$ cat src/rtl/lmc_pkg.sv
// Package with constants, timing figures, states and carriers for the LIN channel mode control.
package lmc_pkg;

   // ==========================================================
   // Timebase
   // ==========================================================
   localparam int CLK_MHZ         = 100;
   localparam int TICK_NS         = 1000;
   localparam int TICK_CYC        = TICK_NS * CLK_MHZ / 1000;

   // ==========================================================
   // Timing figures in microseconds except TXTO_MS in milliseconds, counted in timebase ticks
   // ==========================================================
   localparam int WAKE_FILT_US    = 40;
   localparam int WAKE_ACCEPT_US  = 150;
   localparam int STB_DELAY_MIN_US = 5;
   localparam int STB_DELAY_MAX_US = 40;
   localparam int STB_DELAY_US    = 10;
   localparam int EN_FILT_US      = 20;
   localparam int EN_FILT_MAX_US  = 55;
   localparam int INIT_NORM_US    = 30;
   localparam int INIT_NORM_MAX_US = 75;
   localparam int TXTO_MS         = 25;
   localparam int TXTO_US         = TXTO_MS * 1000;

   localparam int CNT_W           = 16;

   // ==========================================================
   // Channel modes
   // ==========================================================
   typedef enum logic [1:0] {
      LMC_SLEEP   = 2'h0,
      LMC_WAKING  = 2'h1,
      LMC_STANDBY = 2'h3,
      LMC_NORMAL  = 2'h2
   } lmc_mode_t;

   // ==========================================================
   // Carriers
   // ==========================================================
   typedef struct packed {
      logic transmit_in;
      logic channel_enable_in;
      logic bus_in;
   } lmc_pins_in_t;

   typedef struct packed {
      logic bus_drive_low;
      logic receive_out_oe;
      logic tx_ready;
   } lmc_pins_out_t;

   typedef struct packed {
      lmc_mode_t          mode;
      logic [2:0]         en_sync;
      logic [2:0]         tx_sync;
      logic [2:0]         bus_sync;
      logic [CNT_W-1:0]   en_cnt;
      logic [CNT_W-1:0]   wake_cnt;
      logic [CNT_W-1:0]   txto_cnt;
      logic [CNT_W-1:0]   init_cnt;
      logic               tx_blocked;
      logic               tx_path_on;
      lmc_pins_out_t      outs;
   } lmc_chan_t;

endpackage

$ cat src/rtl/lmc_top.sv
// Two-channel LIN mode, wake-up and transmit timing logic.
`timescale 1ns/10ps
module lmc_top
#(
   parameter int N_CH      = 2,
   parameter int TXTO_TICK = lmc_pkg::TXTO_US
)
(
   // Clock and reset
   input  wire logic                core_clk,
   input  wire logic                resetn,
   // Host side pins per channel
   input  wire logic [N_CH-1:0]     transmit_in,
   input  wire logic [N_CH-1:0]     channel_enable_in,
   output logic      [N_CH-1:0]     receive_out_o,
   output logic      [N_CH-1:0]     receive_out_oe,
   output logic      [N_CH-1:0]     tx_ready,
   // Bus side per channel
   input  wire logic [N_CH-1:0]     bus_in,
   output logic      [N_CH-1:0]     bus_o,
   output logic      [N_CH-1:0]     bus_oe
);

   // ==========================================================
   // Elaboration checks
   // ==========================================================
   if (N_CH < 1)
   begin : g_bad_nch
      $error("Channel count must be at least one.");
   end
   if (TXTO_TICK < 2 || TXTO_TICK >= (1 << lmc_pkg::CNT_W))
   begin : g_bad_to
      $error("Transmit timeout does not fit the counter.");
   end

   localparam logic [lmc_pkg::CNT_W-1:0] STB_T   = lmc_pkg::CNT_W'(lmc_pkg::STB_DELAY_US);
   localparam logic [lmc_pkg::CNT_W-1:0] EN_T    = lmc_pkg::CNT_W'(lmc_pkg::EN_FILT_US);
   localparam logic [lmc_pkg::CNT_W-1:0] INIT_T  = lmc_pkg::CNT_W'(lmc_pkg::INIT_NORM_US);
   localparam logic [lmc_pkg::CNT_W-1:0] TO_T    = lmc_pkg::CNT_W'(TXTO_TICK);
   localparam logic [lmc_pkg::CNT_W-1:0] CNT_ONE = lmc_pkg::CNT_W'(1);
   // The first tick may fall just after the dominant edge, so one more tick is counted.
   localparam logic [lmc_pkg::CNT_W-1:0] WAKE_T  = lmc_pkg::CNT_W'(lmc_pkg::WAKE_FILT_US) + CNT_ONE;

   // ==========================================================
   // Shared timebase of one microsecond
   // ==========================================================
   localparam int TB_W = $clog2(lmc_pkg::TICK_CYC + 1);
   localparam logic [TB_W-1:0] TB_LAST = TB_W'(lmc_pkg::TICK_CYC - 1);

   typedef struct packed {
      logic [TB_W-1:0] cnt;
      logic            tick;
   } lmc_tb_t;

   lmc_tb_t tb_r;
   lmc_tb_t tb_nxt;

   always_comb
   begin
      tb_nxt      = tb_r;
      tb_nxt.tick = 1'b0;
      if (tb_r.cnt == TB_LAST)
      begin
         tb_nxt.cnt  = '0;
         tb_nxt.tick = 1'b1;
      end
      else
      begin
         tb_nxt.cnt = tb_r.cnt + TB_W'(1);
      end
   end

   always_ff @(posedge core_clk)
   begin
      if (!resetn)
      begin
         tb_r <= '0;
      end
      else
      begin
         tb_r <= tb_nxt;
      end
   end

   // ==========================================================
   // Channels
   // ==========================================================
   for (genvar c = 0; c < N_CH; c++)
   begin : g_ch
      lmc_pkg::lmc_chan_t ch_r;
      lmc_pkg::lmc_chan_t ch_nxt;
      logic en_f;
      logic tx_f;
      logic bus_dom;

      always_comb
      begin
         ch_nxt = ch_r;
         ch_nxt.en_sync  = {ch_r.en_sync[1:0], channel_enable_in[c]};
         ch_nxt.tx_sync  = {ch_r.tx_sync[1:0], transmit_in[c]};
         ch_nxt.bus_sync = {ch_r.bus_sync[1:0], bus_in[c]};
         en_f    = ch_r.en_sync[2];
         tx_f    = ch_r.tx_sync[2];
         bus_dom = ~ch_r.bus_sync[2];
         if (ch_r.en_sync[2] == ch_r.en_sync[1])
         begin
            en_f = ch_r.en_sync[1];
         end
         else
         begin
            en_f = ch_r.en_sync[2];
         end

         // Enable filter counts ticks of a stable level that differs from the mode.
         if ((en_f && ch_r.mode != lmc_pkg::LMC_NORMAL) ||
             (!en_f && ch_r.mode == lmc_pkg::LMC_NORMAL))
         begin
            if (tb_r.tick && ch_r.en_cnt != EN_T)
            begin
               ch_nxt.en_cnt = ch_r.en_cnt + CNT_ONE;
            end
         end
         else
         begin
            ch_nxt.en_cnt = '0;
         end

         case (ch_r.mode)
            lmc_pkg::LMC_SLEEP:
            begin
               ch_nxt.outs.receive_out_oe = 1'b0;
               if (bus_dom)
               begin
                  if (tb_r.tick && ch_r.wake_cnt != WAKE_T)
                  begin
                     ch_nxt.wake_cnt = ch_r.wake_cnt + CNT_ONE;
                  end
               end
               else if (ch_r.wake_cnt == WAKE_T)
               begin
                  ch_nxt.mode     = lmc_pkg::LMC_WAKING;
                  ch_nxt.wake_cnt = '0;
               end
               else
               begin
                  ch_nxt.wake_cnt = '0;
               end
            end
            lmc_pkg::LMC_WAKING:
            begin
               if (tb_r.tick)
               begin
                  ch_nxt.wake_cnt = ch_r.wake_cnt + CNT_ONE;
               end
               if (ch_r.wake_cnt == STB_T)
               begin
                  ch_nxt.mode                = lmc_pkg::LMC_STANDBY;
                  ch_nxt.outs.receive_out_oe = 1'b1;
                  ch_nxt.wake_cnt            = '0;
               end
            end
            lmc_pkg::LMC_STANDBY:
            begin
               ch_nxt.outs.receive_out_oe = ~en_f;
            end
            lmc_pkg::LMC_NORMAL:
            begin
               ch_nxt.outs.receive_out_oe = bus_dom;
            end
            default:
            begin
               ch_nxt.mode = lmc_pkg::LMC_SLEEP;
            end
         endcase

         // Mode changes from the enable filter.
         if (ch_r.en_cnt == EN_T)
         begin
            ch_nxt.en_cnt   = '0;
            ch_nxt.wake_cnt = '0;
            if (ch_r.mode == lmc_pkg::LMC_NORMAL)
            begin
               ch_nxt.mode                = lmc_pkg::LMC_SLEEP;
               ch_nxt.outs.receive_out_oe = 1'b0;
            end
            else
            begin
               ch_nxt.mode                = lmc_pkg::LMC_NORMAL;
               ch_nxt.outs.receive_out_oe = 1'b0;
            end
         end

         // Transmit path starts 30 ticks after the enable rise and stops at once on its fall.
         if (!en_f)
         begin
            ch_nxt.tx_path_on = 1'b0;
            ch_nxt.init_cnt   = '0;
         end
         else if (ch_r.init_cnt != INIT_T)
         begin
            if (tb_r.tick)
            begin
               ch_nxt.init_cnt = ch_r.init_cnt + CNT_ONE;
            end
         end
         else
         begin
            ch_nxt.tx_path_on = 1'b1;
         end

         // Dominant timeout and its release.
         if (tx_f)
         begin
            ch_nxt.txto_cnt   = '0;
            ch_nxt.tx_blocked = 1'b0;
         end
         else if (ch_r.txto_cnt == TO_T)
         begin
            ch_nxt.tx_blocked = 1'b1;
         end
         else if (tb_r.tick && ch_r.mode == lmc_pkg::LMC_NORMAL)
         begin
            ch_nxt.txto_cnt = ch_r.txto_cnt + CNT_ONE;
         end

         ch_nxt.outs.tx_ready      = ch_r.tx_path_on && ch_r.mode == lmc_pkg::LMC_NORMAL;
         ch_nxt.outs.bus_drive_low = ch_r.tx_path_on && en_f && !tx_f &&
                                     !ch_nxt.tx_blocked &&
                                     ch_r.mode == lmc_pkg::LMC_NORMAL;
      end

      always_ff @(posedge core_clk)
      begin
         if (!resetn)
         begin
            ch_r          <= '0;
            ch_r.en_sync  <= '0;
            ch_r.tx_sync  <= 3'h7;
            ch_r.bus_sync <= 3'h7;
         end
         else
         begin
            ch_r <= ch_nxt;
         end
      end

      assign receive_out_o[c]  = 1'b0;
      assign receive_out_oe[c] = ch_r.outs.receive_out_oe;
      assign tx_ready[c]       = ch_r.outs.tx_ready;
      assign bus_o[c]          = 1'b0;
      assign bus_oe[c]         = ch_r.outs.bus_drive_low;
   end

endmodule

$ cat config.mk
export PLATFORM = sky130hd
export DESIGN_NAME = lmc_top
export DESIGN_NICKNAME = d
export VERILOG_FILES = /design/src/rtl/lmc_pkg.sv /design/src/rtl/lmc_top.sv
export SDC_FILE = /design/constraint.sdc
export NUM_CORES = 1
export LEC_CHECK = 0
export BUFFER_PORTS_ARGS = -buffer_cell sky130_fd_sc_hd__clkbuf_2
export CAP_MARGIN = 25
export CELL_PAD_IN_SITES_DETAIL_PLACEMENT = 2
export CELL_PAD_IN_SITES_GLOBAL_PLACEMENT = 2
export CORE_MARGIN = 2
export CORE_UTILIZATION = 39
export DETAILED_ROUTE_END_ITERATION = 7
export GPL_ROUTABILITY_DRIVEN = 0
export PLACE_DENSITY = 0.83
export SYNTH_ARGS = -nofsm -noshare
export SYNTH_HDL_FRONTEND = slang
export SYNTH_SLANG_ARGS = --single-unit
$ cat constraint.sdc
create_clock -name core_clk -period 2.3 [get_ports core_clk]
set_input_delay 0.46 -clock core_clk [delete_from_list [all_inputs] [get_ports core_clk]]
set_output_delay 0.46 -clock core_clk [all_outputs]
set_load 0.1 [all_outputs]
==> impl_metrics.tcl <==
set metrics [dict create \
    outcome "complete, no violations" \
    ctsRootBufferMaster "clkbuf_16" \
    drt_wl_total_um 23400 \
    synth_area_mm2 0.00778 \
    area_growth_pct 15.1 \
    postSynthCellCount 914 \
    drt_first_pass_iters 4 \
    seq_area_frac_synth_pct 43.2 \
    path_max_fanout 14 \
    critPathCaptureType "flip-flop" \
    final.setup_skew_ns 0.0100 \
    antenna_found_initial 0 \
    synthXorXnorAreaFrac_pct 9.46 \
    cts.sinks 168 \
    core_mm2 0.0195 \
    avgSynthCellArea_um2 8.51 \
    maxSlewViolCount 0 \
    grt_max_degree 31 \
    tns_ns 0 \
    async_reset_ff_share_pct 0 \
    numPortBuffers 13 \
    die-area_mm2 0.0211 \
    setup_viol 0 \
    p_total_mw 5.92 \
    tightest_slew_ns 0.740 \
    crit_required_ns 2.62 \
    worstPathArrival_ns 2.57 \
    fp.dieW_um 145 \
    clkTransAtPathRegs_ns 0.07 \
    ios 18 \
    fmax_mhz 444 \
    rows 51 \
    yosys.area_share.adder_pct 3.06 \
    drtAntennaViolNets 0 \
    start_util_pct 39.8 \
    crit_path_top_delay_cell "a221o_1" \
    cts_tree "yes" \
    grt_pass1_wl_um 39300 \
    final_cells 1224 \
    via_per_inst 5.53 \
    irDropWorstVdd_mv 0.505 \
    clockBufferDepth 2 \
    diodes 0 \
    min_path_type "in -> reg" \
    cp_top_family "compound AO/OA/AOI/OAI gates" \
    period_share_pct 97.9 \
    drtIter0Drc 383 \
    hold_viol 0 \
    ys_warn_count 0 \
    drv_cap 0 \
    synthTopCellsByArea "dfxtp_1, nor2_1, xor2_1" \
    drive_above_1_share_pct 11.8 \
    rsz0062_at_grt "yes" \
    synth-edff-count 0 \
    regArea_mm2 0.00337 \
    nFillCells 2169 \
    synth_top_area_share_pct 43.2 \
    synth_compound_gate_area_share_pct 10.6 \
    relSlewSlack_pct 50.6 \
    synth_top_area_cell "dfxtp_1" \
    gr-usage-all-layers_pct 22.8 \
    critPathLaunchType "flip-flop" \
    num_vias 6773 \
    crit_type "reg -> reg" \
    leakage_nw 3.01 \
    dpl.hpwl_um 14600 \
    post-place-cells 1190 \
    hold_buffers 0 \
    crit_buf_inv 2 \
    ys_seq_elements 168 \
    htreeDepth 4 \
    ys.flop_type "dfxtp_1" \
    path_cells "inv_1 > ha_1 > nor4b_1 > nand4_1 > a221o_1 > buf_4 > o211ai_1 > o21ai_0" \
    grt-ovfl-total 0 \
    grt_pass1_vias 7434 \
    wire_per_inst_um 19.1 \
    synth_cell_types 60 \
    cts_made_buffers 17 \
    power.density_mw_per_mm2 661 \
    multi_input_area_mm2 0.00422 \
    route.detailed.drc 0 \
    cpPeakStageDelay_ns 0.45 \
    synth-simple-area-share_pct 29.5 \
    synth_top_family_by_area "simple AND/OR/NAND/NOR gates" \
    layout_min_cycle_time_ns 2.25 \
    die_y_um 145 \
    nNetsFinal 974 \
    clkLatencyLatePin_ns 0.44 \
    synthMuxAreaShare_pct 0.257 \
]
## through the flow
step	setup slack (ns)	hold slack (ns)	cell area, µm²	util, %
2_1_floorplan	0.264	0.386	7790	-
6_report	0.0479	0.192	8950	45.9
3_5_place_dp	-0.0999	0.398	8270	42.3
4_1_cts	0.00120	0.182	8860	45.4
5_1_grt	-0.136	0.191	8950	45.9
3_3_place_gp	0.0369	0.393	8270	42.3
## metal layers
| metal | vias up | track usage [%] | share of wire (%) |
|---|---|---|---|
| met5 | - | 0 | 0 |
| met1 | 3432 | 28.8 | 46 |
| met2 | 72 | 39.4 | 50 |
| li1 | 3239 | - | - |
| met3 | 30 | 3.84 | 2.1 |
| met4 | 0 | 7.40 | 1.7 |
## kinds of logic (layout without fill, tap and decap cells)
logic type | Yosys count | in the layout
flip-flops | 168 | 168
buffers and inverters | 66 | 108
multiplexers | 2 | 2
AND/OR/NAND/NOR | 445 | 445
AO/OA/AOI/OAI | 129 | 129
other | 1 | 4
XOR/XNOR | 84 | 84
adder cells (fa/ha/maj) | 19 | 19
## timing repair
action,in CTS,in global routing
buffers inserted,0,3
setup endpoints to repair,17,48
endpoints found under the hold margin,0,0
pin swaps,0,4
gates resized for setup,4,14
## cell usage after synthesis (4+ instances only)
cell type,n
a21oi_1,35
a31oi_1,5
a41oi_1,4
and2_1,15
and3_1,24
and4_1,10
buf_2,6
buf_4,10
clkbuf_1,21
dfxtp_1,168
ha_1,19
inv_1,26
nand2_1,77
nand2b_1,19
nand3_1,46
nand4_1,30
nor2_1,133
nor2b_1,9
nor3_1,20
nor4_1,15
nor4b_1,6
o211ai_1,9
o21ai_0,35
o22ai_1,6
o31ai_1,14
o41ai_1,4
or3_1,16
xnor2_1,34
xor2_1,50
## layout make-up
type	instances	share of cell area, %
clock buffers	19	5.06
inverters	26	1.09
multi-input cells	683	47.2
repair buffers	51	4.05
clock inverters	12	1.34
well taps	265	3.70
flip-flops and latches	168	37.6
## registers in the layout (all words and copies together), names as in the netlist
| name | count |
|---|---|
| g_ch.ch_r | 142 |
| receive_out_oe | 2 |
| tx_ready | 2 |
| tb_r | 8 |
| bus_oe | 2 |
| g_ch.ch_nxt | 12 |
## worst paths after layout
kind | to | start | depth (start not counted) | slack, ns
max | g_ch[1].ch_r[39]$_SDFFE_PP0P_ | g_ch[1].ch_r[37]$_SDFFE_PP0P_ | 8 | 0.05
min | g_ch[1].ch_nxt[73]$_SDFF_PN1_ | transmit_in[1] | 2 | 0.19
max reg2reg | g_ch[1].ch_r[39]$_SDFFE_PP0P_ | g_ch[1].ch_r[37]$_SDFFE_PP0P_ | 8 | 0.05
min reg2reg | g_ch[1].ch_nxt[74]$_SDFF_PN1_ | g_ch[1].ch_nxt[73]$_SDFF_PN1_ | 1 | 0.41
## report_power, final
group,total (mW),switching [mW],internal (mW),leakage [nW]
Sequential,2.94,0.0110,2.92,1.36
Combinational,0.129,0.0928,0.0359,1.38
Clock,2.85,1.30,1.55,0.264
Total,5.92,1.40,4.51,3.01
## placed cells by master (no fill, tap or decap), types with 9 or more instances in the layout
cell type  count
dfxtp_1      166
nor2_1       133
nand2_1       77
xor2_1        50
nand3_1       46
buf_4         37
a21oi_1       35
xnor2_1       34
o21ai_0       34
nand4_1       30
inv_1         26
and3_1        24
ha_1          19
nand2b_1      18
nor3_1        17
clkbuf_16     17
or3_1         16
and2_1        15
o31ai_1       14
clkbuf_2      13
nor4_1        12
and4_1        10
nor2b_1        9
o211ai_1       9
(Power assumes the default switching activity.)
